### src/psmp_pkg.sv
package psmp_pkg;

  // Word addresses of the per-space secondary control registers, spaces 0 to 3.
  localparam logic [31:0] PSMP_SEC_ADDR0 = 32'h0180_0048;
  localparam logic [31:0] PSMP_SEC_ADDR1 = 32'h0180_0044;
  localparam logic [31:0] PSMP_SEC_ADDR2 = 32'h0180_0050;
  localparam logic [31:0] PSMP_SEC_ADDR3 = 32'h0180_0054;

  // Field positions inside a secondary control word.
  localparam int PSMP_RL_LSB = 0;
  localparam int PSMP_WL_LSB = 2;
  localparam int PSMP_EXT_BIT = 4;
  localparam int PSMP_STB_BIT = 5;
  localparam int PSMP_CSEL_BIT = 6;
  localparam int PSMP_SEC_W = 7;

  // Divider codes for the second memory clock.
  localparam logic [1:0] PSMP_DIV_1 = 2'h0;
  localparam logic [1:0] PSMP_DIV_2 = 2'h1;
  localparam logic [1:0] PSMP_DIV_4 = 2'h2;

  // Widths of the external buses.
  localparam int PSMP_AW = 20;
  localparam int PSMP_DW = 64;
  localparam int PSMP_BW = 8;
  localparam int PSMP_NSP = 4;

  // One space's synchronous-mode settings, msb first.
  typedef struct packed {
    logic sync_clock_select;
    logic strobe_function_bit;
    logic select_extend_bit;
    logic [1:0] write_latency_field;
    logic [1:0] read_latency_field;
  } psmp_sec_t;

  localparam psmp_sec_t PSMP_SEC_RST = '0;

  // One access request as taken from the user side.
  typedef struct packed {
    logic we;
    logic [1:0] space;
    logic [PSMP_AW-1:0] addr;
    logic [PSMP_BW-1:0] be;
    logic [PSMP_DW-1:0] wdata;
  } psmp_req_t;

  typedef enum logic [1:0] {
    PSMP_IDLE,
    PSMP_ARM,
    PSMP_LAT,
    PSMP_FIN
  } psmp_state_t;

endpackage

### src/psmp_top.sv
`timescale 1ns/1ns
module psmp_top
  import psmp_pkg::*;
(
  input wire logic I_CLK, // Interface input clock, 125 MHz.
  input wire logic I_RST_B, // Asynchronous reset, active low.
  input wire logic i_CFG_WE, // Secondary register write strobe.
  input wire logic [31:0] i_CFG_ADDR, // Secondary register word address.
  input wire logic [31:0] i_CFG_WDATA, // Secondary register write data.
  output logic [31:0] o_CFG_RDATA, // Registered read-back of the addressed register.
  input wire logic [1:0] i_CLK2_DIV, // Divider code for the second memory clock.
  input wire logic i_REQ_VALID, // Access request present.
  output logic o_REQ_READY, // Access request taken when high with valid.
  input wire psmp_req_t i_REQ, // Access request contents.
  output logic o_RD_VALID, // One-cycle pulse with read data.
  output logic [PSMP_DW-1:0] o_RD_DATA, // Captured read data.
  output logic o_BUSY, // An access is in progress.
  output logic o_MCLK_ONE, // Memory clock out one.
  output logic o_MCLK_TWO, // Memory clock out two.
  output logic [PSMP_NSP-1:0] o_CS_N, // Space chip selects, active low.
  output logic [PSMP_AW-1:0] o_EA, // External address bus.
  output logic [PSMP_BW-1:0] o_BE_N, // External byte enables, active low.
  output logic [PSMP_DW-1:0] o_ED_OUT, // External data bus, driven value.
  output logic o_ED_OE, // External data bus output enable.
  input wire logic [PSMP_DW-1:0] i_ED_IN, // External data bus, pin level.
  output logic o_ADS_RE_N, // Address strobe or read enable, active low.
  output logic o_OE_N, // Sync output enable, active low.
  output logic o_WE_N // Sync write enable, active low.
);

  logic rst_meta_q;
  logic rst_n;
  logic div1_q;
  logic [1:0] cnt2_q;
  logic mclk2_q;
  logic tick1;
  logic tick2;
  logic tick;
  logic [PSMP_DW-1:0] ed_meta_q;
  logic [PSMP_DW-1:0] ed_sync_q;
  psmp_sec_t sec_q [PSMP_NSP];
  psmp_sec_t cur_q;
  psmp_req_t req_q;
  psmp_state_t state_q;
  logic [2:0] el_q;
  logic [1:0] cfg_idx;
  logic cfg_hit;

  // Reset is released through two flip-flops so every register leaves reset together.
  always_ff @(posedge I_CLK or negedge I_RST_B) begin
    if (!I_RST_B) begin
      rst_meta_q <= 1'b0;
      rst_n <= 1'b0;
    end else begin
      rst_meta_q <= 1'b1;
      rst_n <= rst_meta_q;
    end
  end

  // Memory clock one toggles every input cycle; clock two divides it by 1, 2 or 4.
  always_ff @(posedge I_CLK or negedge rst_n) begin
    if (!rst_n) begin
      div1_q <= 1'b0;
      cnt2_q <= 2'h0;
      mclk2_q <= 1'b0;
    end else begin
      div1_q <= ~div1_q;
      if (tick1) begin
        cnt2_q <= cnt2_q + 2'h1;
      end
      if (tick2) begin
        mclk2_q <= 1'b1;
      end else if (i_CLK2_DIV == PSMP_DIV_1) begin
        mclk2_q <= ~div1_q;
      end else if (i_CLK2_DIV == PSMP_DIV_2) begin
        mclk2_q <= tick1 ? ~cnt2_q[0] : cnt2_q[0];
      end else begin
        mclk2_q <= tick1 ? (cnt2_q[1] ^ cnt2_q[0]) : cnt2_q[1];
      end
    end
  end

  // A tick marks the input edge on which a memory clock rises; outputs change there.
  assign tick1 = ~div1_q;
  assign tick2 = tick1 && ((i_CLK2_DIV == PSMP_DIV_1) ||
                 ((i_CLK2_DIV == PSMP_DIV_2) && !cnt2_q[0]) ||
                 ((i_CLK2_DIV != PSMP_DIV_1) && (i_CLK2_DIV != PSMP_DIV_2) &&
                  (cnt2_q == 2'h1)));
  assign tick = cur_q.sync_clock_select ? tick2 : tick1;
  assign o_MCLK_ONE = div1_q;
  assign o_MCLK_TWO = mclk2_q;

  // Read data arrives from pins, so it passes two flip-flops before use.
  always_ff @(posedge I_CLK or negedge rst_n) begin
    if (!rst_n) begin
      ed_meta_q <= '0;
      ed_sync_q <= '0;
    end else begin
      ed_meta_q <= i_ED_IN;
      ed_sync_q <= ed_meta_q;
    end
  end

  // Address decode of the four secondary registers.
  always_comb begin
    cfg_hit = 1'b1;
    cfg_idx = 2'h0;
    case (i_CFG_ADDR)
      PSMP_SEC_ADDR0: cfg_idx = 2'h0;
      PSMP_SEC_ADDR1: cfg_idx = 2'h1;
      PSMP_SEC_ADDR2: cfg_idx = 2'h2;
      PSMP_SEC_ADDR3: cfg_idx = 2'h3;
      default: cfg_hit = 1'b0;
    endcase
  end

  // One settings register per space; an unmapped address is ignored and reads zero.
  generate
    for (genvar s = 0; s < PSMP_NSP; s++) begin : g_sec
      always_ff @(posedge I_CLK or negedge rst_n) begin
        if (!rst_n) begin
          sec_q[s] <= PSMP_SEC_RST;
        end else if (i_CFG_WE && cfg_hit && (cfg_idx == 2'(s))) begin
          sec_q[s] <= psmp_sec_t'(i_CFG_WDATA[PSMP_SEC_W-1:0]);
        end
      end
    end
  endgenerate

  // Registered read-back, upper bits zero.
  always_ff @(posedge I_CLK or negedge rst_n) begin
    if (!rst_n) begin
      o_CFG_RDATA <= 32'h0;
    end else if (cfg_hit) begin
      o_CFG_RDATA <= {{(32-PSMP_SEC_W){1'b0}}, sec_q[cfg_idx]};
    end else begin
      o_CFG_RDATA <= 32'h0;
    end
  end

  // Requests are taken only when idle; the settings of the space are frozen per access.
  assign o_REQ_READY = (state_q == PSMP_IDLE);
  assign o_BUSY = (state_q != PSMP_IDLE);

  always_ff @(posedge I_CLK or negedge rst_n) begin
    if (!rst_n) begin
      req_q <= '0;
      cur_q <= PSMP_SEC_RST;
    end else if (i_REQ_VALID && o_REQ_READY) begin
      req_q <= i_REQ;
      cur_q <= sec_q[i_REQ.space];
    end
  end

  // Access sequencer; every pin change is made on a tick of the selected clock.
  always_ff @(posedge I_CLK or negedge rst_n) begin
    if (!rst_n) begin
      state_q <= PSMP_IDLE;
      el_q <= 3'h0;
      o_CS_N <= '1;
      o_EA <= '0;
      o_BE_N <= '1;
      o_ED_OUT <= '0;
      o_ED_OE <= 1'b0;
      o_ADS_RE_N <= 1'b1;
      o_OE_N <= 1'b1;
      o_WE_N <= 1'b1;
      o_RD_VALID <= 1'b0;
      o_RD_DATA <= '0;
    end else begin
      o_RD_VALID <= 1'b0;
      case (state_q)
        PSMP_IDLE: begin
          if (tick) begin
            o_ADS_RE_N <= 1'b1; // Ends any deselect cycle.
          end
          if (i_REQ_VALID) begin
            state_q <= PSMP_ARM;
          end
        end
        PSMP_ARM: begin
          if (tick) begin
            // Command cycle: select, address and the strobe roles of the shared pins.
            o_CS_N <= ~(4'h1 << req_q.space);
            o_EA <= req_q.addr;
            o_ADS_RE_N <= (cur_q.strobe_function_bit && req_q.we);
            o_WE_N <= ~req_q.we;
            o_OE_N <= req_q.we;
            o_BE_N <= req_q.we ? '1 : '0;
            el_q <= 3'h1;
            state_q <= PSMP_LAT;
            if (req_q.we && (cur_q.write_latency_field == 2'h0)) begin
              o_ED_OUT <= req_q.wdata;
              o_ED_OE <= 1'b1;
              o_BE_N <= ~req_q.be;
              state_q <= PSMP_FIN;
            end
          end
        end
        PSMP_LAT: begin
          if (tick) begin
            o_ADS_RE_N <= 1'b1;
            o_WE_N <= 1'b1;
            el_q <= el_q + 3'h1;
            // Without extension the select falls back right after the command.
            if (!cur_q.select_extend_bit || req_q.we) begin
              o_CS_N <= '1;
            end
            if (req_q.we) begin
              o_BE_N <= '1;
              if (el_q == {1'b0, cur_q.write_latency_field}) begin
                o_ED_OUT <= req_q.wdata;
                o_ED_OE <= 1'b1;
                o_BE_N <= ~req_q.be;
                state_q <= PSMP_FIN;
              end
            end else if (el_q == ({1'b0, cur_q.read_latency_field} + 3'h1)) begin
              // Data of the edge that closes the latency window.
              o_RD_DATA <= ed_sync_q;
              o_RD_VALID <= 1'b1;
              o_OE_N <= 1'b1;
              o_BE_N <= '1;
              o_CS_N <= '1;
              state_q <= PSMP_FIN;
            end
          end
        end
        PSMP_FIN: begin
          if (tick) begin
            // Deselect cycle; with the strobe function bit set ADS/RE stays high and no deselect is issued.
            o_CS_N <= '1;
            o_ED_OE <= 1'b0;
            o_BE_N <= '1;
            o_WE_N <= 1'b1;
            o_OE_N <= 1'b1;
            o_ADS_RE_N <= cur_q.strobe_function_bit;
            state_q <= PSMP_IDLE;
          end
        end
        default: begin
          state_q <= PSMP_IDLE;
        end
      endcase
    end
  end

endmodule

### config.mk
export PLATFORM = sky130hd
export DESIGN_NAME = psmp_top
export DESIGN_NICKNAME = d
export VERILOG_FILES = /design/src/psmp_pkg.sv /design/src/psmp_top.sv
export SDC_FILE = /design/constraint.sdc
export NUM_CORES = 1
export LEC_CHECK = 0
export BUFFER_PORTS_ARGS = -buffer_cell sky130_fd_sc_hd__buf_2
export CAP_MARGIN = 20
export CORE_MARGIN = 2
export CORE_UTILIZATION = 40
export CTS_CLUSTER_DIAMETER = 60
export CTS_CLUSTER_SIZE = 8
export DETAILED_ROUTE_END_ITERATION = 10
export GPL_ROUTABILITY_DRIVEN = 1
export PLACE_DENSITY_LB_ADDON = 0.08
export REMOVE_ABC_BUFFERS = 1
export SLEW_MARGIN = 0
export SYNTH_ARGS = -nofsm -noshare
export SYNTH_HDL_FRONTEND = slang
export SYNTH_SLANG_ARGS = --single-unit
### constraint.sdc
create_clock -name I_CLK -period 30.6 [get_ports I_CLK]
set_input_delay 3.06 -clock I_CLK [delete_from_list [all_inputs] [get_ports I_CLK]]
set_output_delay 3.06 -clock I_CLK [all_outputs]
set_load 0.02 [all_outputs]
==> flow_metrics.env <==
export IMPL_status="finished, final reports clean"
export IMPL_critPathRequiredTime_ns=31.07
export IMPL_cts_tree="built"
export IMPL_combPwrFrac=0.339
export IMPL_first_pass_iters=4
export IMPL_crit_path_max_incr_delay_ns=0.79
export IMPL_syn_inst=951
export IMPL_p_switching_mw=0.7353
export IMPL_grt_total_usage=0.1694
export IMPL_internal_power_mw=1.530
export IMPL_ys_seq_area_frac=0.6800
export IMPL_cp_top_family="buffers and inverters"
export IMPL_crit_fanout=49
export IMPL_place_hpwl_um=23970
export IMPL_power_frac_clock=0.272
export IMPL_clock_sinks=441
export IMPL_synth_seq_cells=441
export IMPL_tightestPinTransition_ns=1.068
export IMPL_via_per_inst=4.766
export IMPL_slew_violations=0
export IMPL_synthArstFlopShare=1.000
export IMPL_syn_area_sq_um=16260
export IMPL_start_util=0.4073
export IMPL_worst_setup_path_end_kind="register"
export IMPL_worstSkewPairLatency_ns=0.59
export IMPL_setup_slack_ns=25.32
export IMPL_cts_made_buffers=61
export IMPL_nNetsFinal=1600
export IMPL_whs_ns=0.3386
export IMPL_drt_iter0_drc=431
export IMPL_gp_congestion=0.7408
export IMPL_gr_total_overflow=0
export IMPL_design_area_sq_um=20280
export IMPL_yosysUniqueCellTypes=61
export IMPL_crit_chain="buf_2, and3b_1, or2_4, a21oi_4, o211a_4, buf_4, mux2_2"
export IMPL_yosysTopAreaCellShare=0.6558
export IMPL_maxCapViolCount=0
export IMPL_cp_arrival_ns=5.75
export IMPL_r2r_slack_ns=27.30
export IMPL_ios=430
export IMPL_synthToLayoutAreaGrowth_pct=24.73
export IMPL_mostFrequentLayoutCell="dfrtp_1"
export IMPL_core_area_sq_um=39910
export IMPL_maxSlewHeadroom=0.2879
export IMPL_yosysTopAreaCell="dfrtp_1"
export IMPL_r2r_start="state_q[0]"
export IMPL_cp_depth=7
export IMPL_floorplan_die_area_sq_um=42270
export IMPL_p_sw_frac=0.3246
export IMPL_drive_gt1_frac=0.5164
export IMPL_wl_per_cell_um=18.64
export IMPL_powerDensity_nw_per_um2=111.7
export IMPL_rows=73
export IMPL_worstSetupEndpoint="o_ED_OUT[0]"
export IMPL_place_worst_setup_slack_ns=24.68
export IMPL_fin_crit_sh=0.1725
export IMPL_max_freq_ghz=0.1894
export IMPL_critPathBufInv=2
export IMPL_setup_tns_ns=0
export IMPL_clk_pin_slew_worst_paths_ns=0.05
export IMPL_p_seq_frac=0.389
export IMPL_synth_edf_count=0
export IMPL_p_leak_nw=9.676
export IMPL_rsz0062_at_grt="false"
export IMPL_synth_warnings=0
export IMPL_clk_path_buf_depth=3
export IMPL_critPathSlowestCell="buf_4"
export IMPL_crit_start="i_CLK2_DIV[1]"
export IMPL_worst_r2r_cell_count=7
export IMPL_totalWireLength_um=36030
export IMPL_cts_root_buffer="clkbuf_16"
export IMPL_synth_area_per_cell_sq_um=17.09
export IMPL_grt_pass1_vias=9579
export IMPL_final_hold_viol_count=0
export IMPL_cts_setup_buffers=0
export IMPL_hp_class="register to register"
export IMPL_rr_endpoint="o_ED_OUT[0]"
export IMPL_cts_htree_levels=2
export IMPL_multi_input_area_sq_um=4762
export IMPL_period_needed_ns=5.279
export IMPL_mostFrequentLayoutCells="425 x dfrtp_1, 379 x buf_2, 178 x mux2_2"
export IMPL_place_area_sq_um=18500
export IMPL_p_total_mw=2.265
export IMPL_crit_type="input pin to register"
export IMPL_drc_errors=0
export IMPL_antenna_found_initial=9
export IMPL_hold_buffers=0
export IMPL_via_count=9212
export IMPL_start_kind="input pin"
export IMPL_grt_first_pass_wirelength_um=54700
export IMPL_grt_start_max_net_pins=163
export IMPL_synth_flop_cell="dfrtp_1"
export IMPL_skew_ns=0.01603
export IMPL_cts_resized=0
export IMPL_die_h_um=205.6
export IMPL_antenna_left=0
export IMPL_setup_viol=0
export IMPL_fill_cells=3490
export IMPL_die_x_um=205.6
export IMPL_synth_area_top_cells="dfrtp_1 66%, mux2_2 12%, mux2_4 5.5%"
export IMPL_irDropWorstVdd_v=0.00005441
export IMPL_seq_area_sq_um=11060
export IMPL_portBuffers=379
==> registers in the layout (all words and copies together) (netlist names) <==
| name | flops |
|---|---|
| o_CS_N | 4 |
| o_EA | 20 |
| ed_meta_q | 64 |
| o_MCLK_TWO | 1 |
| cnt2_q | 2 |
| o_RD_DATA | 64 |
| o_ADS_RE_N | 1 |
| o_WE_N | 1 |
| rst_n | 1 |
| o_RD_VALID | 1 |
| cur_q | 7 |
| o_ED_OUT | 64 |
| o_CFG_RDATA | 7 |
| sec_q | 28 |
| o_BE_N | 8 |
| ed_sync_q | 64 |
| state_q | 2 |
| req_q | 95 |
| o_OE_N | 1 |
| o_ED_OE | 1 |
| rst_meta_q | 1 |
| el_q | 3 |
| o_MCLK_ONE | 1 |
==> Yosys cell counts, types with 4 or more instances <==
cell      number
dfrtp_1      426
buf_4         26
nand3_1        7
inv_1         10
ha_1           8
mux2_4        60
xor2_1         4
a22oi_1        7
clkbuf_1      18
nor2_1        15
buf_6          6
nor3_1         7
a22o_1        16
nor4_1         5
nand2_1       14
buf_12         7
mux2_1        49
dfstp_2       15
mux4_2         7
mux2_2       178
==> cell families after synthesis <==
family	share of synthesized area
buffers and inverters	0.03302
muxes	0.2236
DFF	0.6800
AOI/OAI and AO/OA	0.02817
adders and majority gates	0.006158
xor gates and xnor gates	0.003772
other	0.0004620
and+or+nand+nor	0.02478
==> through the flow <==
step,utilization,instances
after floorplan,-,913
after global placement,0.4636,1825
after detailed placement,0.4636,1825
after CTS,0.5077,1929
after global routing,0.5078,1930
final,0.5080,1933
==> final cells by class <==
cell class	instances	area share
Multi-Input combinational cell	461	0.2349
Sequential cell	441	0.5454
Clock buffer	101	0.08318
Inverter	11	0.002160
Clock inverter	3	0.003764
Tap cell	525	0.03240
Timing Repair Buffer	387	0.09775
Antenna cell	4	0.0004937
==> how the worst min path moves through the flow <==
| stage | cells past startpoint | slack (ns) | start | end |
|---|---|---|---|---|
| final | 0 | 0.34 | ed_meta_q[57] | ed_sync_q[57] |
| after global routing | 0 | 0.35 | ed_meta_q[13] | ed_sync_q[13] |
| after CTS | 0 | 0.34 | ed_meta_q[57] | ed_sync_q[57] |
| after detailed placement | 0 | 0.33 | ed_meta_q[34] | ed_sync_q[34] |
| after global placement | 0 | 0.33 | ed_meta_q[1] | ed_sync_q[1] |
| after floorplan | 0 | 0.33 | ed_meta_q[0] | ed_sync_q[0] |
==> layer usage <==
layer,part of all wire,global-route usage,up-vias
li1,-,-,4135
met1,0.44,0.2261,4714
met2,0.45,0.2511,284
met3,0.085,0.06430,69
met4,0.024,0.06321,10
met5,0.0017,0,-
==> power groups by stage <==
stage                     clock, mW  sequential [mW]  combinational [mW]
after CTS                     0.639            0.883               0.783
after floorplan                   0             1.02               0.408
after global placement            0            0.882               0.771
after detailed placement          0            0.889               0.782
final                         0.616            0.881               0.768
after global routing          0.666            0.906               0.827
Power figures use the tool's default switching activity.
